`src/bpg_pkg.sv`:
```
// Constants shared by the pattern generator and checker.
// Assumes an 8-bit host port and one core clock.
package bpg_pkg;
	localparam logic [7:0] A_CTRL1 = 8'he0;
	localparam logic [7:0] A_CTRL2 = 8'he1;
	localparam logic [7:0] A_STATUS = 8'h26;
	localparam logic [7:0] A_MASK = 8'h27;
	localparam logic [7:0] A_AWC = 8'hdb;
	localparam logic [7:0] A_PAT0 = 8'he4;
	localparam logic [7:0] A_PAT1 = 8'he5;
	localparam logic [7:0] A_PAT2 = 8'he6;
	localparam logic [7:0] A_PAT3 = 8'he7;
	localparam logic [7:0] A_IFC = 8'hea;
	localparam logic [7:0] A_INFO = 8'heb;
	localparam logic [7:0] A_BCNT0 = 8'hec;
	localparam logic [7:0] A_BCNT1 = 8'hed;
	localparam logic [7:0] A_BCNT2 = 8'hee;
	localparam logic [7:0] A_BCNT3 = 8'hef;
	localparam logic [7:0] A_ECNT0 = 8'hf0;
	localparam logic [7:0] A_ECNT1 = 8'hf1;
	localparam logic [7:0] A_ECNT2 = 8'hf2;
	localparam logic [7:0] REG_RESET = 8'h00;
	localparam int C1_FORCE_A = 0;
	localparam int C1_LC = 1;
	localparam int C1_PS_LSB = 2;
	localparam int C1_RX_INVERT = 5;
	localparam int C1_TX_INVERT = 6;
	localparam int C1_TC = 7;
	localparam int IFC_EN = 0;
	localparam int IFC_DIR = 1;
	localparam int IFC_RX_FRAMING_BIT_USE = 2;
	localparam int IFC_TX_FRAMING_BIT_USE = 3;
	localparam int ST_SYNC = 0;
	localparam int ST_LOS = 1;
	localparam int ST_ECO = 4;
	localparam int ST_BCO = 5;
	localparam int ST_BED = 6;
	localparam logic [4:0] SYNC_MATCH_LAST = 5'h1f;
	localparam logic [5:0] LOSS_WIN_LAST = 6'h3f;
	localparam logic [2:0] LOSS_ERRS_LAST = 3'h5;
	localparam logic [5:0] DALY_LAST = 6'h36;
	localparam logic [19:0] LFSR_SEED = 20'hfffff;
	localparam int FIFO_WIDTH = 1;
	localparam int FIFO_DEPTH = 8;
	typedef enum logic [2:0] {
		PAT_P7, PAT_P11, PAT_P15, PAT_QRSS, PAT_REP, PAT_ALT, PAT_DALY, PAT_P9
	} bpg_pat_t;
	typedef enum logic {RX_SEARCH, RX_SYNC} bpg_rx_state_t;
endpackage

```
`src/bpg_fifo.sv`:
```
// Small flop FIFO with valid/ready on both sides.
// Assumes one clock and an asynchronous active-high reset.
`timescale 1ns/10ps
module bpg_fifo #(
	parameter int WIDTH = 1,
	parameter int DEPTH = 8
) (
	input wire logic i_core_clk,
	input wire logic i_reset,
	input wire logic i_in_valid,
	output logic o_in_ready,
	input wire logic [WIDTH-1:0] i_in_data,
	output logic o_out_valid,
	input wire logic i_out_ready,
	output logic [WIDTH-1:0] o_out_data
);
	localparam int PW = $clog2(DEPTH);
	localparam int CW = $clog2(DEPTH + 1);
	localparam logic [PW-1:0] PTR_LAST = PW'(DEPTH - 1);
	localparam logic [CW-1:0] CNT_FULL = CW'(DEPTH);

	logic [WIDTH-1:0] mem [DEPTH];
	logic [PW-1:0] wr_ptr;
	logic [PW-1:0] rd_ptr;
	logic [CW-1:0] count;
	wire push = i_in_valid & o_in_ready;
	wire pop = o_out_valid & i_out_ready;

	assign o_in_ready = count != CNT_FULL;
	assign o_out_valid = count != '0;
	assign o_out_data = mem[rd_ptr];

	always_ff @(posedge i_core_clk) begin
		if (push) begin
			mem[wr_ptr] <= i_in_data;
		end
	end

	always_ff @(posedge i_core_clk or posedge i_reset) begin
		if (i_reset) begin
			wr_ptr <= '0;
			rd_ptr <= '0;
			count <= '0;
		end else begin
			if (push) begin
				wr_ptr <= (wr_ptr == PTR_LAST) ? '0 : PW'(wr_ptr + 1'b1);
			end
			if (pop) begin
				rd_ptr <= (rd_ptr == PTR_LAST) ? '0 : PW'(rd_ptr + 1'b1);
			end
			count <= CW'(count + CW'(push) - CW'(pop));
		end
	end
endmodule

```
`src/bpg_top.sv`:
```
// Bit-error-rate pattern generator and receive checker for one port.
// Assumes the framer streams run on i_core_clk and give one-cycle bit strobes.
`timescale 1ns/10ps
module bpg_top (
	input wire logic i_core_clk,
	input wire logic i_reset,
	input wire logic [7:0] i_addr,
	input wire logic [7:0] i_wdata,
	input wire logic i_wr,
	input wire logic i_rd,
	output logic [7:0] o_rdata,
	output logic o_alert,
	input wire logic i_t1_mode,
	input wire logic i_net_tx_strobe,
	input wire logic i_bp_tx_strobe,
	input wire logic i_tx_slot_select,
	input wire logic i_tx_fbit,
	output logic o_tx_bit,
	output logic o_net_tx_insert,
	output logic o_bp_tx_insert,
	input wire logic i_net_rx_strobe,
	input wire logic i_net_rx_bit,
	input wire logic i_bp_rx_strobe,
	input wire logic i_bp_rx_bit,
	input wire logic i_rx_slot_select,
	input wire logic i_rx_fbit
);
	////////////////////////////////////////////////////////////////////////
	// Pattern functions
	function automatic logic prbs_fb(input bpg_pkg::bpg_pat_t p, input logic [19:0] h);
		case (p)
			bpg_pkg::PAT_P7: prbs_fb = h[6] ^ h[5];
			bpg_pkg::PAT_P11: prbs_fb = h[10] ^ h[8];
			bpg_pkg::PAT_P15: prbs_fb = h[14] ^ h[13];
			bpg_pkg::PAT_P9: prbs_fb = h[8] ^ h[4];
			bpg_pkg::PAT_QRSS: prbs_fb = h[19] ^ h[16];
			default: prbs_fb = 1'b0;
		endcase
	endfunction

	// Octet content is arbitrary filler with the right period
	function automatic logic [7:0] daly_octet(input logic [5:0] i);
		daly_octet = {i, 2'b01} ^ 8'h5a;
	endfunction

	// State word: {pos[4:0], cnt[7:0], wsel, idx[5:0]}
	function automatic logic pat_bit(input bpg_pkg::bpg_pat_t p, input logic [19:0] s,
			input logic [31:0] pat);
		logic [7:0] oct;
		oct = daly_octet(s[5:0]);
		case (p)
			bpg_pkg::PAT_REP: pat_bit = pat[s[19:15]];
			bpg_pkg::PAT_ALT: pat_bit = pat[{s[6], s[18:15]}];
			bpg_pkg::PAT_DALY: pat_bit = oct[s[17:15]];
			default: pat_bit = 1'b0;
		endcase
	endfunction

	function automatic logic [19:0] pat_step(input bpg_pkg::bpg_pat_t p, input logic [19:0] s,
			input logic [4:0] len_last, input logic [7:0] awc);
		logic [4:0] pos;
		logic [7:0] cnt;
		logic wsel;
		logic [5:0] idx;
		{pos, cnt, wsel, idx} = s;
		case (p)
			bpg_pkg::PAT_REP: pos = (pos == len_last) ? 5'h00 : 5'(pos + 5'h01);
			bpg_pkg::PAT_ALT: begin
				if (pos[3:0] == 4'hf) begin
					pos = 5'h00;
					if (cnt == awc) begin
						cnt = 8'h00;
						wsel = ~wsel;
					end else begin
						cnt = 8'(cnt + 8'h01);
					end
				end else begin
					pos = 5'(pos + 5'h01);
				end
			end
			bpg_pkg::PAT_DALY: begin
				if (pos[2:0] == 3'h7) begin
					pos = 5'h00;
					idx = (idx == bpg_pkg::DALY_LAST) ? 6'h00 : 6'(idx + 6'h01);
				end else begin
					pos = 5'(pos + 5'h01);
				end
			end
			default: pos = 5'h00;
		endcase
		pat_step = {pos, cnt, wsel, idx};
	endfunction

	////////////////////////////////////////////////////////////////////////
	// Registers
	logic [7:0] ctrl1;
	logic [7:0] ctrl1_prev;
	logic [7:0] ctrl2;
	logic [7:0] awc;
	logic [31:0] pattern;
	logic [7:0] ifc;
	logic [7:0] mask;
	logic [6:0] status;
	logic [31:0] bit_cnt;
	logic [23:0] err_cnt;
	logic [31:0] bit_count_hold;
	logic [23:0] error_count_hold;

	wire wr_c1 = i_wr & (i_addr == bpg_pkg::A_CTRL1);
	wire rd_status = i_rd & (i_addr == bpg_pkg::A_STATUS);
	wire [7:0] rise = ctrl1 & ~ctrl1_prev;
	wire force_a_p = rise[bpg_pkg::C1_FORCE_A];
	wire load_p = rise[bpg_pkg::C1_LC];
	wire tload_p = rise[bpg_pkg::C1_TC];
	wire enabled = ifc[bpg_pkg::IFC_EN];
	wire dir_bp = ifc[bpg_pkg::IFC_DIR];
	wire bpg_pkg::bpg_pat_t pmode = bpg_pkg::bpg_pat_t'(ctrl1[bpg_pkg::C1_PS_LSB +: 3]);
	wire is_prbs = (pmode != bpg_pkg::PAT_REP) & (pmode != bpg_pkg::PAT_ALT) & (pmode != bpg_pkg::PAT_DALY);
	wire [4:0] len_last = {1'b1, ctrl2[3:0]};

	always_ff @(posedge i_core_clk or posedge i_reset) begin
		if (i_reset) begin
			ctrl1 <= bpg_pkg::REG_RESET;
			ctrl1_prev <= bpg_pkg::REG_RESET;
			ctrl2 <= bpg_pkg::REG_RESET;
			awc <= bpg_pkg::REG_RESET;
			pattern <= '0;
			ifc <= bpg_pkg::REG_RESET;
			mask <= bpg_pkg::REG_RESET;
		end else begin
			ctrl1_prev <= ctrl1;
			if (wr_c1) ctrl1 <= i_wdata;
			if (i_wr & (i_addr == bpg_pkg::A_CTRL2)) ctrl2 <= i_wdata;
			if (i_wr & (i_addr == bpg_pkg::A_AWC)) awc <= i_wdata;
			if (i_wr & (i_addr == bpg_pkg::A_PAT0)) pattern[7:0] <= i_wdata;
			if (i_wr & (i_addr == bpg_pkg::A_PAT1)) pattern[15:8] <= i_wdata;
			if (i_wr & (i_addr == bpg_pkg::A_PAT2)) pattern[23:16] <= i_wdata;
			if (i_wr & (i_addr == bpg_pkg::A_PAT3)) pattern[31:24] <= i_wdata;
			if (i_wr & (i_addr == bpg_pkg::A_IFC)) ifc <= i_wdata;
			if (i_wr & (i_addr == bpg_pkg::A_MASK)) mask <= i_wdata;
		end
	end

	////////////////////////////////////////////////////////////////////////
	// Generator feeding the FIFO
	logic [19:0] g_lfsr;
	logic [19:0] g_st;
	logic g_ready;
	logic f_valid;
	logic [0:0] f_data;
	wire g_fb = prbs_fb(pmode, g_lfsr);
	wire g_qrss_force = (pmode == bpg_pkg::PAT_QRSS) & (g_lfsr[13:0] == 14'h0000);
	wire g_raw = is_prbs ? (g_fb | g_qrss_force) : pat_bit(pmode, g_st, pattern);
	wire g_bit = g_raw ^ ctrl1[bpg_pkg::C1_TX_INVERT];
	wire g_push = enabled & g_ready;

	always_ff @(posedge i_core_clk or posedge i_reset) begin
		if (i_reset) begin
			g_lfsr <= bpg_pkg::LFSR_SEED;
			g_st <= '0;
		end else if (tload_p) begin
			g_lfsr <= bpg_pkg::LFSR_SEED;
			g_st <= '0;
		end else if (g_push) begin
			g_lfsr <= {g_lfsr[18:0], g_fb};
			g_st <= pat_step(pmode, g_st, len_last, awc);
		end
	end

	////////////////////////////////////////////////////////////////////////
	// Transmit slot insertion
	wire tx_strobe = dir_bp ? i_bp_tx_strobe : i_net_tx_strobe;
	wire tx_fbit_ok = i_tx_fbit & i_t1_mode & ifc[bpg_pkg::IFC_TX_FRAMING_BIT_USE];
	wire tx_take = enabled & tx_strobe & ((i_tx_slot_select & ~i_tx_fbit) | tx_fbit_ok);
	wire tx_pop = tx_take & f_valid;

	bpg_fifo #(
		.WIDTH(bpg_pkg::FIFO_WIDTH),
		.DEPTH(bpg_pkg::FIFO_DEPTH)
	) u_fifo (
		.i_core_clk(i_core_clk),
		.i_reset(i_reset),
		.i_in_valid(enabled),
		.o_in_ready(g_ready),
		.i_in_data(g_bit),
		.o_out_valid(f_valid),
		.i_out_ready(tx_take),
		.o_out_data(f_data)
	);

	always_ff @(posedge i_core_clk or posedge i_reset) begin
		if (i_reset) begin
			o_tx_bit <= 1'b0;
			o_net_tx_insert <= 1'b0;
			o_bp_tx_insert <= 1'b0;
		end else begin
			if (tx_pop) o_tx_bit <= f_data[0];
			o_net_tx_insert <= tx_pop & ~dir_bp;
			o_bp_tx_insert <= tx_pop & dir_bp;
		end
	end

	////////////////////////////////////////////////////////////////////////
	// Receive checker
	bpg_pkg::bpg_rx_state_t rx_state;
	logic [19:0] hist;
	logic [19:0] r_st;
	logic [4:0] match_cnt;
	logic [5:0] win_cnt;
	logic [2:0] win_errs;
	wire rx_strobe = dir_bp ? i_bp_rx_strobe : i_net_rx_strobe;
	wire rx_raw = dir_bp ? i_bp_rx_bit : i_net_rx_bit;
	wire rx_fbit_ok = i_rx_fbit & i_t1_mode & ifc[bpg_pkg::IFC_RX_FRAMING_BIT_USE];
	wire rx_take = enabled & rx_strobe & ((i_rx_slot_select & ~i_rx_fbit) | rx_fbit_ok);
	wire rx_bit = rx_raw ^ ctrl1[bpg_pkg::C1_RX_INVERT];
	wire r_qrss_ok = (pmode == bpg_pkg::PAT_QRSS) & (hist[13:0] == 14'h0000) & rx_bit;
	wire r_exp = is_prbs ? prbs_fb(pmode, hist) : pat_bit(pmode, r_st, pattern);
	wire mismatch = rx_take & (rx_bit != r_exp) & ~r_qrss_ok;
	wire in_sync = rx_state == bpg_pkg::RX_SYNC;
	wire [19:0] r_next = pat_step(pmode, r_st, len_last, awc);
	wire gain_sync = ~in_sync & rx_take & ~mismatch & (match_cnt == bpg_pkg::SYNC_MATCH_LAST);
	wire lose_sync = in_sync & mismatch & (win_errs == bpg_pkg::LOSS_ERRS_LAST);
	wire enter_search = force_a_p | lose_sync;
	wire bit_err = in_sync & mismatch;
	wire count_bit = in_sync & rx_take;
	wire bit_ovf = count_bit & (&bit_cnt);
	wire err_ovf = bit_err & (&err_cnt);

	always_ff @(posedge i_core_clk or posedge i_reset) begin
		if (i_reset) begin
			rx_state <= bpg_pkg::RX_SEARCH;
			hist <= '0;
			r_st <= '0;
			match_cnt <= '0;
		end else begin
			// In sync the replica runs on its own prediction, so one bad bit counts once
			if (rx_take) hist <= {hist[18:0], (in_sync | r_qrss_ok) ? r_exp : rx_bit};
			// While searching, a mismatch slips the replica one extra bit
			if (rx_take) r_st <= (mismatch & ~in_sync) ? pat_step(pmode, r_next, len_last, awc) : r_next;
			if (enter_search) begin
				rx_state <= bpg_pkg::RX_SEARCH;
				match_cnt <= '0;
			end else if (gain_sync) begin
				rx_state <= bpg_pkg::RX_SYNC;
			end else if (~in_sync & rx_take) begin
				match_cnt <= mismatch ? 5'h00 : 5'(match_cnt + 5'h01);
			end
		end
	end

	// Loss of sync: too many errors inside one window of bits
	always_ff @(posedge i_core_clk or posedge i_reset) begin
		if (i_reset) begin
			win_cnt <= '0;
			win_errs <= '0;
		end else if (~in_sync | (rx_take & (win_cnt == bpg_pkg::LOSS_WIN_LAST))) begin
			win_cnt <= '0;
			win_errs <= '0;
		end else if (rx_take) begin
			win_cnt <= 6'(win_cnt + 6'h01);
			win_errs <= 3'(win_errs + 3'(mismatch));
		end
	end

	always_ff @(posedge i_core_clk or posedge i_reset) begin
		if (i_reset) begin
			bit_cnt <= '0;
			err_cnt <= '0;
			bit_count_hold <= '0;
			error_count_hold <= '0;
		end else if (load_p) begin
			bit_count_hold <= bit_cnt;
			error_count_hold <= err_cnt;
			bit_cnt <= '0;
			err_cnt <= '0;
		end else begin
			bit_cnt <= 32'(bit_cnt + 32'(count_bit));
			err_cnt <= 24'(err_cnt + 24'(bit_err));
		end
	end

	////////////////////////////////////////////////////////////////////////
	// Status, alert and read-back
	wire [6:0] events = {bit_err, bit_ovf, err_ovf, 2'b00,
		enter_search & (in_sync | ~status[bpg_pkg::ST_LOS]), gain_sync | lose_sync};

	always_ff @(posedge i_core_clk or posedge i_reset) begin
		if (i_reset) begin
			status <= '0;
		end else begin
			status <= (rd_status ? 7'h00 : status) | events;
		end
	end

	assign o_alert = |(status & mask[6:0]);

	wire [7:0] rd_mux =
		(i_addr == bpg_pkg::A_CTRL1) ? ctrl1 :
		(i_addr == bpg_pkg::A_CTRL2) ? ctrl2 :
		(i_addr == bpg_pkg::A_STATUS) ? {1'b0, status} :
		(i_addr == bpg_pkg::A_MASK) ? mask :
		(i_addr == bpg_pkg::A_AWC) ? awc :
		(i_addr == bpg_pkg::A_PAT0) ? pattern[7:0] :
		(i_addr == bpg_pkg::A_PAT1) ? pattern[15:8] :
		(i_addr == bpg_pkg::A_PAT2) ? pattern[23:16] :
		(i_addr == bpg_pkg::A_PAT3) ? pattern[31:24] :
		(i_addr == bpg_pkg::A_IFC) ? ifc :
		(i_addr == bpg_pkg::A_INFO) ? {7'h00, in_sync} :
		(i_addr == bpg_pkg::A_BCNT0) ? bit_count_hold[7:0] :
		(i_addr == bpg_pkg::A_BCNT1) ? bit_count_hold[15:8] :
		(i_addr == bpg_pkg::A_BCNT2) ? bit_count_hold[23:16] :
		(i_addr == bpg_pkg::A_BCNT3) ? bit_count_hold[31:24] :
		(i_addr == bpg_pkg::A_ECNT0) ? error_count_hold[7:0] :
		(i_addr == bpg_pkg::A_ECNT1) ? error_count_hold[15:8] :
		(i_addr == bpg_pkg::A_ECNT2) ? error_count_hold[23:16] :
		8'h00;

	always_ff @(posedge i_core_clk or posedge i_reset) begin
		if (i_reset) begin
			o_rdata <= 8'h00;
		end else if (i_rd) begin
			o_rdata <= rd_mux;
		end
	end
endmodule

```
`config.mk`:
```
export PLATFORM = sky130hd
export DESIGN_NAME = bpg_top
export DESIGN_NICKNAME = d
export VERILOG_FILES = /design/src/bpg_pkg.sv /design/src/bpg_fifo.sv /design/src/bpg_top.sv
export SDC_FILE = /design/constraint.sdc
export NUM_CORES = 1
export LEC_CHECK = 0
export ABC_AREA = 1
export BUFFER_PORTS_ARGS = -buffer_cell sky130_fd_sc_hd__buf_4
export CAP_MARGIN = 20
export CORE_MARGIN = 3
export CORE_UTILIZATION = 52
export CTS_BUF_LIST = sky130_fd_sc_hd__clkbuf_16
export DETAILED_ROUTE_END_ITERATION = 8
export GPL_TIMING_DRIVEN = 0
export PLACE_DENSITY = 0.72
export SLEW_MARGIN = 30
export SYNTH_ARGS = -nofsm -noshare
export SYNTH_HDL_FRONTEND = slang
export SYNTH_SLANG_ARGS = --single-unit
```
`constraint.sdc`:
```
create_clock -name i_core_clk -period 10.1 [get_ports i_core_clk]
set_clock_uncertainty 0.15 [all_clocks]
set_input_delay 2.02 -clock i_core_clk [delete_from_list [all_inputs] [get_ports i_core_clk]]
set_output_delay 2.02 -clock i_core_clk [all_outputs]
set_load 0.01 [all_outputs]
```
After elaboration in Yosys (flattened, before gate mapping)
Memory sizes are Yosys's and may differ from the RTL's. A register that Yosys moved wholly into a read port is not among the register bits.
Cells that the tools add are included.
{"block": "classes", "addsub": 18, "mul": 0, "n_div": 0, "magnitude_cmp": 6, "eq_ne": 51, "shift": 0, "n_mux": 101, "n_bitwise": 78, "reduce_logical": 20}
{"operator": "8-bit 2-to-1 mux", "n": 27}
{"operator": "8-bit == test (second input constant)", "n": 16}
{"operator": "20-bit 2-to-1 mux", "n": 5}
{"operator": "6-bit 2-to-1 mux", "n": 11}
{"operator": "5-bit 2-to-1 mux", "n": 13}
{"operator": "5-bit case mux with 3 select lines", "n": 3}
{"operator": "1-bit bitwise AND", "n": 42}
{"operator": "32-bit by 1-bit adder with 32-bit output", "n": 1}
{"operator": "32-bit 2-to-1 mux", "n": 1}
{"operator": "32-bit AND reduction", "n": 1}
{"operator": "3-bit == test (second input constant)", "n": 10}
{"operator": "14-bit logical NOT", "n": 2}
{"operator": "1-bit 2-to-1 mux", "n": 25}
{"operator": "24-bit by 1-bit adder with 24-bit output", "n": 1}
{"operator": "6-bit by 1-bit adder with 6-bit output (second input constant)", "n": 4}
{"operator": "8-bit by 1-bit adder with 8-bit output (second input constant)", "n": 3}
{"operator": "6-bit == test (second input constant)", "n": 4}
{"operator": "8-bit == test", "n": 3}
{"operator": "5-bit by 6-bit less-than comparator with 1-bit output (second input constant)", "n": 4}
{"operator": "24-bit 2-to-1 mux", "n": 1}
{"operator": "24-bit AND reduction", "n": 1}
{"operator": "5-bit by 1-bit adder with 5-bit output (second input constant)", "n": 4}
{"operator": "1-bit binary-select mux with 5-bit select", "n": 4}
{"operator": "2-bit nonzero test", "n": 9}
{"operator": "other kinds (34)", "n": 79}
{"block": "word_totals", "reg_bits": 314, "latchBits": 0, "mem_bits_rw": 8, "mem_bits_ro": 0, "in_bits": 31, "out_inout_bits": 12, "wordCells": 307, "mem_count": 1}
{"memory": "u_fifo.mem", "words": 8, "width": 1, "read_ports": 1, "rd_clocked_by_memory_dff": 1, "wr": 1, "line_no": "bpg_fifo.sv:22", "rtl": "logic [WIDTH-1:0] mem [DEPTH];"}

Longest topological paths before layout
Gate-level depths: netlist of run 1.
{"block": "logic_depth", "depth_word": 19, "mapped_depth": 28, "depth_no_buf": 28}

Modules after synthesis
Synthesis of run 1 repeated with hierarchy kept, for this count alone.
{"block": "unflattened", "cells_unflattened": 2404, "area_unflattened_um2": 17927.2}
{"module": "bpg_top", "n_inst": 1, "cells_each": 2296, "area_per_inst_um2": 16930.0, "seq_area_each_um2": 7482.2}
{"module": "bpg_fifo", "n_inst": 1, "cells_each": 108, "area_per_inst_um2": 997.2, "seq_area_each_um2": 490.5}

Worst setup path after synthesis of run 1
No wires, ideal clock.
{"block": "synth_path", "path_kind": "input to register", "start": "input port i_bp_rx_bit", "end": "register err_cnt[23]", "setup_ps": 64, "arrival_ps": 4521, "required_time_ps": 9886, "slack_ps": 5364, "stages": 22, "n_path_buf": 0, "cell_sequence": "nand2_1 nand2_1 xor2_1 nand4_1 inv_1 nor2_1 nand3_4 nor2_2 ha_1 nand4_1 nor2_1 inv_2 nor4_2 nand2_1 nor2_2 inv_1 nor2_2 nand2_1 nor2_2 nand3_1 a21oi_1 o21a_1"}
{"block": "synth_via", "elab_chain_cells": 8, "elab_cells_between_ends": 10, "cone_classes": "add/sub (1); eq/ne (1); mux (2); bitwise (6)"}
{"item": "from (decl)", "line_no": "bpg_top.sv:24", "rtl": "input wire logic i_bp_rx_bit,"}
{"item": "1-bit 2-to-1 mux *", "line_no": "bpg_top.sv:212", "rtl": "wire rx_raw = dir_bp ? i_bp_rx_bit : i_net_rx_bit;"}
{"item": "1-bit bitwise XOR *", "line_no": "bpg_top.sv:215", "rtl": "wire rx_bit = rx_raw ^ ctrl1[bpg_pkg::C1_RX_INVERT];"}
{"item": "1-bit inequality test or 1-bit bitwise AND (tied branches)", "line_no": "bpg_top.sv:218, bpg_top.sv:216"}
{"item": "1-bit bitwise AND or 1-bit NOT (tied branches)", "line_no": "bpg_top.sv:218", "rtl": "wire mismatch = rx_take & (rx_bit != r_exp) & ~r_qrss_ok;"}
{"item": "1-bit bitwise AND *", "line_no": "bpg_top.sv:218"}
{"item": "1-bit bitwise AND *", "line_no": "bpg_top.sv:224", "rtl": "wire bit_err = in_sync & mismatch;"}
{"item": "24-bit by 1-bit adder with 24-bit output *", "line_no": "bpg_top.sv:278", "rtl": "err_cnt <= 24'(err_cnt + 24'(bit_err));"}
{"item": "24-bit 2-to-1 mux *", "line_no": "bpg_top.sv:271", "rtl": "end else if (load_p) begin"}
{"item": "to (signal assigned)", "line_no": "bpg_top.sv:278"}
{"item": "to (decl)", "line_no": "bpg_top.sv:105", "rtl": "logic [23:0] err_cnt;"}
Every way passes the cells marked *; elsewhere a longest branch is shown, timed or not.
A chain may end at the register's enable or synchronous reset.

Worst setup path in the final report of run 1
{"block": "layout_path", "start": "input port i_rx_fbit", "end": "register err_cnt[23]"}
{"block": "layout_via", "elab_chain_cells": 9, "elab_cells_between_ends": 11, "cone_classes": "add/sub (1); mux (1); bitwise (9)"}
{"item": "from (decl)", "line_no": "bpg_top.sv:26", "rtl": "input wire logic i_rx_fbit"}
{"item": "1-bit bitwise AND or 1-bit NOT (tied branches)", "line_no": "bpg_top.sv:213, bpg_top.sv:214"}
{"item": "1-bit bitwise AND, on equally long branches", "line_no": "bpg_top.sv:213, bpg_top.sv:214"}
{"item": "1-bit bitwise OR *", "line_no": "bpg_top.sv:214", "rtl": "wire rx_take = enabled & rx_strobe & ((i_rx_slot_select & ~i_rx_fbit) | rx_fbit_ok);"}
{"item": "1-bit bitwise AND *", "line_no": "bpg_top.sv:214"}
{"item": "1-bit bitwise AND * (2 in series)", "line_no": "bpg_top.sv:218"}
{"item": "1-bit bitwise AND *", "line_no": "bpg_top.sv:224"}
{"item": "24-bit by 1-bit adder with 24-bit output *", "line_no": "bpg_top.sv:278"}
{"item": "24-bit 2-to-1 mux *", "line_no": "bpg_top.sv:271"}
Marks and branches as above.

==> run_results.csv, run 1 <==
group,metric,value,unit
critical_path,cpMostUsedCell,"sky130_fd_sc_hd__nor2_2",
route,dr.pass1.iters,8,
logic_synthesis,synth_compound_area_share,13.66,%
global_route,first_pass_grt_wire_length,82.39,mm
hold_path,holdCritStartpoint,"ctrl1[7]",
route,routed_wire_length_per_instance,16.97,um
power,cellLeakagePower,9.359,nW
critical_path,worst-path-buf-inv,3,
logic_synthesis,synthArstFlopShare,97.47,%
logic_synthesis,synthDistinctLibCells,56,
critical_path,timing.setup.critical_path_class,"in2reg",
hold_path,hold_depth,0,
route,drt_wl_total,50.39,mm
clock_network,cts_hold_repair_buffers,0,
job,max_cap_violations,0,
critical_path,critical_path_peak_fanout,9,
floorplanning,core_region_area,33700,um2
clock_network,clock_tree_from_tritoncts,"built",
clock_network,insertion_delay,550,ps
floorplanning,die_area,36600,um2
sta,unrepaired_setup_endpoints_after_global_routing,"no",
critical_path,worst_path_dominant_cell_family,"simple AND/OR/NAND/NOR gates",
clock_network,htreeDepth,2,
sta,max_slew_margin,52.37,%
sta,final_max_slew_viol_count,0,
critical_path,critPathSlowestCell,"sky130_fd_sc_hd__nand3_2",
sta,fin_worst_hold_slack,297.1,ps
critical_path,critical_path.startpoint_type,"input pin",
hold_path,min_to,"ctrl1_prev[7]",
logic_synthesis,yosys.area_share.adder,2.705,%
final_layout,antennaDiodeCount,0,
floorplanning,boundaryPins,43,
logic_synthesis,yosys.area_share.simple,28.89,%
global_route,grt_antenna_before_repair,0,
clock_network,clk_pin_slew,60,ps
logic_synthesis,synth_nets,2479,
power,power_density,160.4,nW/um2
final_layout,drive_gt1_share,8.842,%
global_route,gr-usage-all-layers,27.94,%
critical_path,setup.reg_to_reg.worst_slack,5460,ps
logic_synthesis,synth.avg_cell_area,7.409,um2
logic_synthesis,cell_with_the_most_instances_after_synthesis,"sky130_fd_sc_hd__nand2_1",
final_layout,num-nets-final,2567,
hold_path,worst_hold_path_type,"reg2reg",
logic_synthesis,synth_top_cell_area_share,40.36,%
critical_path,critical_path.reg2reg.endpoint,"err_cnt[23]",
logic_synthesis,yosys.area_share.xor_xnor,1.766,%
critical_path,timing.critical_path.required,10420,ps
floorplanning,dieHeight,191.3,um
logic_synthesis,synth_largest_area_cell,"sky130_fd_sc_hd__dfrtp_1",
critical_path,cp-startpoint,"i_rx_fbit",
place,place.detailed.hpwl,38.01,mm
status,outcome,"finished, final reports clean",
critical_path,ff2ff_path_depth,24,
clock_network,cts_post_setup_buffers_inserted,0,
critical_path,critical_path.reg2reg.startpoint,"ctrl1[2]",
route,detail_route.drc_violations,0,
sta,setup_viol,0,
logic_synthesis,synth_warnings,0,
final_layout,area.growth.synth_to_final,12.14,%
logic_synthesis,synth_top_family_by_area,"simple AND/OR/NAND/NOR gates",
global_route,grt_start_max_net_pins,31,
route,vias,16642,
clock_network,clk_tree_root_cell,"sky130_fd_sc_hd__clkbuf_16",
sta,setup_total_negative_slack,0,ps
route,vias_per_cell,5.603,
logic_synthesis,synth_edf_count,8,
logic_synthesis,dominantRegCellSynth,"sky130_fd_sc_hd__dfrtp_1",
critical_path,slowest_delay,380,ps
global_route,grt_pass1_vias,16049,
route,first_iter_violations,1602,
global_route,globalRoute.totalOverflow,0,
place,place_congestion,0.9607,
sta,finalHoldViolCount,0,
clock_network,max-clock-path-buffers,3,
logic_synthesis,post_synth_inst_count,2410,
logic_synthesis,seq_area_frac_synth,44.65,%
clock_network,postCtsResizedCells,0,
logic_synthesis,netlist_top_cells_count,"668 x sky130_fd_sc_hd__nand2_1, 288 x sky130_fd_sc_hd__dfrtp_1, 281 x sky130_fd_sc_hd__inv_1",
critical_path,worstSetupEndpointType,"flip-flop",
sta,period_minus_slack,5372,ps
power,vdd_ir_drop_max,0.1670,mV
place,port_buffers,40,
logic_synthesis,synth.ff_latch_count,316,
final_layout,multi_input_comb_area,8401,um2
logic_synthesis,post_synth_instance_area,17850,um2
route,ant_nets,0,
floorplanning,core.rowCount,67,
final_layout,final-seq-area,7973,um2
clock_network,count_of_clock_tree_sinks,316,
logic_synthesis,synth.mux.area_fraction,0,%
critical_path,path_cells,"buf_4 > a21oi_1 > nand3_2 > nor2_1 > nand3_4 > nor2_2 > ha_1 > nand4_1 > nor2_1 > inv_2 > nor4_2 > nand2_1 > nor2_2 > inv_1 > nor2_2 > nand2_1 > nor2_2 > nand3_1 > a21oi_1 > o21a_1",
critical_path,cp_data_arrival_time,5700,ps
floorplanning,initial_utilization,52.98,%
clock_network,numCtsBuffers,35,
logic_synthesis,netlist_top_cells_area,"sky130_fd_sc_hd__dfrtp_1 40%, sky130_fd_sc_hd__nand2_1 14%, sky130_fd_sc_hd__o21ai_0 6.8%",
floorplanning,chipWidth,191.3,um
final_layout,layout_fillers,3095,
sta,layout_worst_path_cycle_share,53.19,%
sta,max_slew.worst_pin.slew,709.0,ps
sta,timing.fmax,186.2,MHz
==> cell usage in the layout, fill, tap and decap left out, types with 19 or more instances in the layout <==
cell type and instances:
sky130_fd_sc_hd__a21oi_1 120, sky130_fd_sc_hd__buf_2 19, sky130_fd_sc_hd__buf_4 45, sky130_fd_sc_hd__clkbuf_1 48, sky130_fd_sc_hd__clkbuf_16 35, sky130_fd_sc_hd__dfrtp_1 288, sky130_fd_sc_hd__dfstp_2 20, sky130_fd_sc_hd__ha_1 37
sky130_fd_sc_hd__inv_1 291, sky130_fd_sc_hd__inv_2 20, sky130_fd_sc_hd__nand2_1 668, sky130_fd_sc_hd__nand3_1 130, sky130_fd_sc_hd__nand4_1 53, sky130_fd_sc_hd__nor2_1 209, sky130_fd_sc_hd__nor3_1 52, sky130_fd_sc_hd__o21ai_0 244
sky130_fd_sc_hd__xor2_1 19
==> state kept, by name, indices dropped and copies added, names as in the netlist, 6 cells and up <==
name,count
hist,20
r_st,20
o_rdata,8
u_fifo.mem,8
ctrl1,8
err_cnt,24
ifc,8
g_st,20
g_lfsr,20
pattern,32
awc,8
bit_count_hold,32
error_count_hold,24
win_cnt,6
mask,8
ctrl2,8
bit_cnt,32
==> worst max path at each step <==
| stage | cells past startpoint | slack [ps] | end |
|---|---|---|---|
| after detailed placement | 20 | 4260 | err_cnt[23] |
| after CTS | 20 | 4770 | err_cnt[23] |
| after floorplan | 1 | 3850 | awc[0] |
| after global routing | 21 | 4270 | err_cnt[23] |
| final | 20 | 4730 | err_cnt[23] |
| after global placement | 2 | 2050 | r_st[7] |
==> report_power, final <==
group | switching, W | internal, W
sequential | 0.0000941 | 0.00142
combinational | 0.000306 | 0.000177
clock | 0.000529 | 0.000685
total | 0.000928 | 0.00228
==> layer usage <==
layer  GRT usage, %  part of all wire [%]
met5              0                     0
met4          10.13                   3.8
met3          3.759                   5.9
met2          47.94                    48
met1          36.24                    42
==> stage by stage <==
stage	cells	area (um2)	util, %	setup WS (ps)	total power (W)
after floorplan	2410	17860	-	3847	0.001857
after global placement	2898	18720	55.55	2055	0.001975
after detailed placement	2909	18950	56.24	4256	0.002012
after CTS	2970	20020	59.41	4767	0.003224
after global routing	2970	20020	59.41	4274	0.003361
final	2970	20020	59.41	4728	0.003211
==> logic make-up after synthesis <==
| kind of cell | after synthesis |
|---|---|
| simple gates | 1188 |
| flops | 316 |
| buf+inv | 381 |
| compound gates | 451 |
| xor+xnor | 36 |
| fa+ha+maj | 38 |
==> layout make-up <==
type                            count  area share [%]
Multi-Input combinational cell   1713           41.96
Sequential cell                   316           39.82
Inverter                          305           5.737
Clock buffer                       35           4.374
Tap cell                          448           2.800
Timing Repair Buffer               51           2.637
Buffer                             76           1.712
Clock inverter                     26          0.9624
Note: power is estimated with default switching activity, not from simulation.
==> run 2: changes to the inputs <==
Settings changed: PLACE_DENSITY 0.72 to 0.69.
Clock period 10.1 ns to 5.15 ns, I/O delays scaled along.
==> run 2 against run 1 <==
Net effect:
- routed wire length rose by 0.92%
- worst setup slack got worse by 4200 ps
- utilization increased by 0.50 points
- combinational power rose by 96%
- clock power increased by 120%
- global-route usage is 0.37 points higher
- register-to-register slack worse by 5000 ps
- sequential share of layout area is 0.33 points lower
- total power rose by 100%
- critical path type is now reg2reg
- hold slack lost 7.7 ps
==> run_results.csv, run 2 (synthesis gave the netlist of run 1 again) <==
group,metric,value,unit
final_layout,final_common_cell,"sky130_fd_sc_hd__nand2_1",
power,power_density,324.2,nW/um2
critical_path,critical_path_peak_fanout,8,
route,first_iter_violations,1135,
global_route,grt_antenna_before_repair,0,
route,dr.pass1.iters,8,
power,power.total,0.006546,W
global_route,first_pass_grt_wire_length,82.50,mm
clock_network,clk_tree_root_cell,"sky130_fd_sc_hd__clkbuf_16",
global_route,globalRoute.totalOverflow,0,
route,vias_per_cell,5.591,
critical_path,timing.setup.critical_path_class,"reg2reg",
route,ant_nets,0,
critical_path,critical_path.startpoint_type,"flip-flop",
sta,finalHoldViolCount,0,
critical_path,slowest_delay,520,ps
power,cellLeakagePower,9.417,nW
sta,max_slew.worst_pin.slew,701.6,ps
route,vias,16645,
sta,max_slew_margin,52.79,%
clock_network,htreeDepth,2,
floorplanning,chipWidth,191.3,um
clock_network,clk_pin_slew,60,ps
floorplanning,dieHeight,191.3,um
clock_network,clock_tree_from_tritoncts,"built",
power,vdd_ir_drop_max,0.2575,mV
clock_network,cts_post_setup_buffers_inserted,0,
place,place_congestion,0.9496,
job,max_cap_violations,0,
clock_network,count_of_clock_tree_sinks,316,
sta,setup_viol,0,
route,drt_wl_total,50.86,mm
final_layout,largestRegisters,"bit_cnt (32), bit_count_hold (32), pattern (32)",
floorplanning,die_area,36600,um2
global_route,grt_start_max_net_pins,31,
sta,period_minus_slack,4651,ps
critical_path,worstSetupEndpointType,"flip-flop",
floorplanning,core_region_area,33700,um2
critical_path,worst_path_dominant_cell_family,"simple AND/OR/NAND/NOR gates",
final_layout,num-nets-final,2570,
floorplanning,boundaryPins,43,
critical_path,timing.critical_path.required,5500,ps
sta,layout_worst_path_cycle_share,90.31,%
clock_network,numCtsBuffers,37,
hold_path,worst_hold_path_type,"reg2reg",
place,detailedPlace.worstSlack,158.7,ps
floorplanning,core.rowCount,67,
sta,unrepaired_setup_endpoints_after_global_routing,"no",
critical_path,cp_data_arrival_time,5000,ps
final_layout,final_design_area_no_fill,20190,um2
sta,final_max_slew_viol_count,0,
sta,timing.fmax,215.0,MHz
hold_path,holdCritStartpoint,"ctrl1[7]",
place,placement_stage_cell_area,18990,um2
status,outcome,"finished, final reports clean",
critical_path,critical_path.reg2reg.startpoint,"ctrl1[3]",
critical_path,critPathSlowestCell,"sky130_fd_sc_hd__dfrtp_1",
route,routed_wire_length_per_instance,17.08,um
critical_path,cp-startpoint,"ctrl1[3]",
place,port_buffers,40,
floorplanning,initial_utilization,52.98,%
critical_path,path_cells,"nand2_1 > inv_2 > nor2_1 > inv_1 > a21oi_1 > nand3_1 > nand3_1 > nand3_4 > nor2_2 > ha_1 > nand4_1 > nor2_1 > inv_2 > nor4_2 > nand2_1 > nor2_2 > inv_1 > nor2_2 > nand2_1 > nor2_2 > nand3_1 > a21oi_1 > o21a_1",
clock_network,cts_hold_repair_buffers,0,
final_layout,antennaDiodeCount,0,
final_layout,area.growth.synth_to_final,13.08,%
place,place.detailed.hpwl,38.23,mm
critical_path,cpMostUsedCell,"sky130_fd_sc_hd__nor2_2",
global_route,grt_pass1_vias,15890,
sta,setup_ws,498.9,ps
critical_path,worst-path-buf-inv,4,
clock_network,postCtsResizedCells,0,
route,detail_route.drc_violations,0,
clock_network,max-clock-path-buffers,3,
global_route,gr-usage-all-layers,28.31,%
clock_network,insertion_delay,560,ps
final_layout,drive_gt1_share,9.253,%
final_layout,layout.cells.most_common_list,"668 x sky130_fd_sc_hd__nand2_1, 288 x sky130_fd_sc_hd__dfrtp_1, 284 x sky130_fd_sc_hd__inv_1",
[run 2: cell count changes in the layout (fill, tap and decap cells not counted), moves of 2 or more]
cell,previous run,this run
sky130_fd_sc_hd__clkinv_8,2,0
sky130_fd_sc_hd__buf_12,10,8
sky130_fd_sc_hd__buf_16,1,4
sky130_fd_sc_hd__clkinv_2,7,11
sky130_fd_sc_hd__bufinv_16,2,4
sky130_fd_sc_hd__clkinvlp_4,2,4
sky130_fd_sc_hd__clkbuf_16,35,37
sky130_fd_sc_hd__clkinv_1,6,8
sky130_fd_sc_hd__inv_1,291,284
[run 2: final cells by class]
| cell class | instances | area, um2 |
|---|---|---|
| Fill cell | 3102 | 13510 |
| Multi-Input combinational cell | 1713 | 8394 |
| Sequential cell | 316 | 7973 |
| Inverter | 305 | 1149 |
| Clock buffer | 37 | 925.9 |
| Timing Repair Buffer | 52 | 570.5 |
| Tap cell | 448 | 560.5 |
| Buffer | 76 | 342.8 |
| Clock inverter | 30 | 274.0 |
[run 2: routing by layer]
layer  wire length (um)  vias up  global-route usage (%)
met1              21790     7911                   37.10
met2              24090      517                   47.27
met4               2105        0                   11.74
met5                  0        -                       0
li1                   -     8078                       -
met3               2871      139                   4.034
[run 2: final timing paths]
kind                                  end  slack (ps)  cells after the start
setup / recovery              err_cnt[23]         500                     23
hold / removal              ctrl1_prev[7]         290                      0
setup reg to reg              err_cnt[23]         500                     23
hold reg to reg             ctrl1_prev[7]         290                      0
max in group asynchronous     err_cnt[13]        3050                      7
min in group asynchronous  o_bp_tx_insert         400                      2
[run 2: worst reg2reg max path, delay by kind of cell, from the launching register on]
kind / cells / cell delay [ps]
buffers and inverters: 4 / 390
and+or+nand+nor: 15 / 2790
adders and majority gates: 1 / 280
DFF: 1 / 520
AOI/OAI and AO/OA: 3 / 460
[run 2: through the flow]
stage	setup TNS (ps)	instances	util (%)	hold WS (ps)
after CTS	0	2977	59.91	289.7
final	0	2977	59.91	289.4
after detailed placement	0	2910	56.35	274.1
after floorplan	-32440	2410	-	239.4
after global placement	-563280	2898	55.55	265.7
after global routing	0	2977	59.91	306.9
[run 2: where the power goes]
group	total (W)	internal, W	switching, W
combinational	0.000945	0.000349	0.000596
clock	0.00262	0.00153	0.00110
sequential	0.00298	0.00279	0.000188
==> run 3: changes to the inputs <==
Settings changed: PLACE_DENSITY 0.69 to 0.68.
==> run 3 against run 2 <==
Net effect:
- cell count about the same
- register-to-register slack improved by 120 ps
- via count decreased by 0.38%
- largest power group unchanged
- hold slack got worse by 11 ps
- global-route usage about the same
- worst setup slack improved by 120 ps
- combinational power decreased by 0.6%
- clock-buffer cell count increased by 1
- sequential power about the same
- highest routed layer unchanged
==> run_results.csv, run 3 (synthesis gave the netlist of run 1 again) <==
group,metric,value,unit
status,outcome,"finished, final reports clean",
global_route,grt_pass1_vias,15835,
global_route,m2_gr_usage,47.40,%
power,power_density,316.7,nW/um2
place,port_buffers,40,
global_route,first_pass_grt_wire_length,82.77,mm
power,vdd_ir_drop_max,0.2770,mV
job,max_cap_violations,0,
sta,finalHoldViolCount,0,
clock_network,cts_post_setup_buffers_inserted,0,
critical_path,critical_path.reg2reg.startpoint,"ctrl1[3]",
sta,layout_worst_path_cycle_share,87.98,%
floorplanning,die_area,36600,um2
global_route,grt_antenna_before_repair,0,
global_route,grt-busiest-layer,"met2",
route,dr.pass1.iters,6,
final_layout,finish.utilization,59.66,%
global_route,grt.met1_usage,37.11,%
route,detail_route.drc_violations,0,
route,drt_wl_total,50.96,mm
clock_network,htreeDepth,2,
critical_path,critical_path.startpoint_type,"flip-flop",
floorplanning,boundaryPins,43,
sta,period_minus_slack,4531,ps
critical_path,critical_path.reg2reg.endpoint,"err_cnt[23]",
route,vias_per_cell,5.572,
sta,max_slew.worst_pin.slew,712.5,ps
power,cellLeakagePower,9.379,nW
clock_network,count_of_clock_tree_sinks,316,
floorplanning,core_region_area,33700,um2
final_layout,drive_gt1_share,8.742,%
final_layout,largestRegisters,"bit_cnt (32), bit_count_hold (32), pattern (32)",
place,place_congestion,0.9268,
sta,timing.fmax,220.7,MHz
critical_path,setup.reg_to_reg.worst_slack,620,ps
clock_network,postCtsResizedCells,0,
hold_path,holdCritStartpoint,"ctrl1[1]",
sta,final_max_slew_viol_count,0,
route,ant_nets,0,
sta,setup_viol,0,
floorplanning,dieHeight,191.3,um
clock_network,max-clock-path-buffers,3,
critical_path,timing.setup.critical_path_class,"reg2reg",
route,vias,16581,
hold_path,worst_hold_path_type,"reg2reg",
clock_network,insertion_delay,550,ps
final_layout,antennaDiodeCount,0,
route,routed_wire_length_per_instance,17.12,um
hold_path,hold_depth,0,
route,first_iter_violations,1246,
sta,max_slew_margin,52.14,%
critical_path,critical_path_peak_fanout,8,
global_route,globalRoute.totalOverflow,0,
clock_network,clock_tree_from_tritoncts,"built",
clock_network,clk_pin_slew,60,ps
sta,setup_total_negative_slack,0,ps
global_route,grt_start_max_net_pins,31,
sta,unrepaired_setup_endpoints_after_global_routing,"no",
final_layout,final_common_cell,"sky130_fd_sc_hd__nand2_1",
clock_network,clk_tree_root_cell,"sky130_fd_sc_hd__clkbuf_16",
floorplanning,chipWidth,191.3,um
sta,fin_worst_hold_slack,278.2,ps
hold_path,min_to,"ctrl1_prev[1]",
critical_path,ff2ff_path_depth,24,
final_layout,layout.cells.most_common_list,"668 x sky130_fd_sc_hd__nand2_1, 288 x sky130_fd_sc_hd__dfrtp_1, 287 x sky130_fd_sc_hd__inv_1",
clock_network,numCtsBuffers,37,
place,place.detailed.hpwl,38.28,mm
global_route,gr-usage-all-layers,28.32,%
floorplanning,core.rowCount,67,
clock_network,cts_hold_repair_buffers,0,
global_route,met3_usage_grt,3.906,%
floorplanning,initial_utilization,52.98,%
final_layout,num-nets-final,2570,
critical_path,timing.critical_path.required,5480,ps
final_layout,area.growth.synth_to_final,12.60,%
final_layout,finish.cell_count_without_fillers,2976,
power,power.total,0.006367,W
critical_path,worstSetupEndpointType,"flip-flop",
place,place.detailed.instances,2910,
critical_path,cp_data_arrival_time,4870,ps
## run 3: power by group
part           internal (W)  total [W]  switching [W]
registers           0.00279    0.00297       0.000186
clock network       0.00139    0.00245        0.00106
logic              0.000348   0.000939       0.000591
total               0.00453    0.00637        0.00184
## run 3: metrics by stage
stage	area [um2]	worst slack (ps)
3_3_place_gp	18720	-1950
5_1_grt	20100	53.39
4_1_cts	20100	650.6
6_report	20100	618.8
3_5_place_dp	18980	176.5
2_1_floorplan	17860	-112.6
## run 3: area by class of cell
class / count / area [um2]
Tap cell: 448 / 560.5
Inverter: 305 / 1149
Sequential cell: 316 / 7973
Multi-Input combinational cell: 1713 / 8401
Fill cell: 3191 / 13600
Buffer: 76 / 342.8
Clock buffer: 38 / 950.9
Clock inverter: 28 / 172.7
Timing Repair Buffer: 52 / 555.5
## run 3: worst max path at each step
stage	start	to	slack, ps	cells past startpoint
2_1_floorplan	i_reset	awc[0]	-110	1
3_3_place_gp	i_reset	err_cnt[18]	-1950	2
3_5_place_dp	i_t1_mode	err_cnt[23]	180	21
4_1_cts	ctrl1[3]	err_cnt[23]	650	23
5_1_grt	ctrl1[3]	err_cnt[23]	50	24
6_report	ctrl1[3]	err_cnt[23]	620	24
## run 3: metal layers
metal	wire length, um	share of wire [%]
met1	21810	43
met2	24120	47
met3	2816	5.5
met4	2213	4.3
met5	0	0
## run 3: worst max-delay path, cell delays in order (launching register included)
cell and delay [ps]:
sky130_fd_sc_hd__dfrtp_1 600, sky130_fd_sc_hd__nand3_1 370, sky130_fd_sc_hd__inv_1 180, sky130_fd_sc_hd__o21ai_0 110, sky130_fd_sc_hd__inv_1 60, sky130_fd_sc_hd__a21oi_1 50, sky130_fd_sc_hd__nand3_1 100, sky130_fd_sc_hd__nand2_1 70
sky130_fd_sc_hd__nand2_1 120, sky130_fd_sc_hd__nand3_4 180, sky130_fd_sc_hd__nor2_2 360, sky130_fd_sc_hd__ha_1 280, sky130_fd_sc_hd__nand4_1 150, sky130_fd_sc_hd__nor2_1 200, sky130_fd_sc_hd__inv_2 60, sky130_fd_sc_hd__nor4_2 250
sky130_fd_sc_hd__nand2_1 140, sky130_fd_sc_hd__nor2_2 160, sky130_fd_sc_hd__inv_1 100, sky130_fd_sc_hd__nor2_2 150, sky130_fd_sc_hd__nand2_1 100, sky130_fd_sc_hd__nor2_2 130, sky130_fd_sc_hd__nand3_1 110, sky130_fd_sc_hd__a21oi_1 140
sky130_fd_sc_hd__o21a_1 130
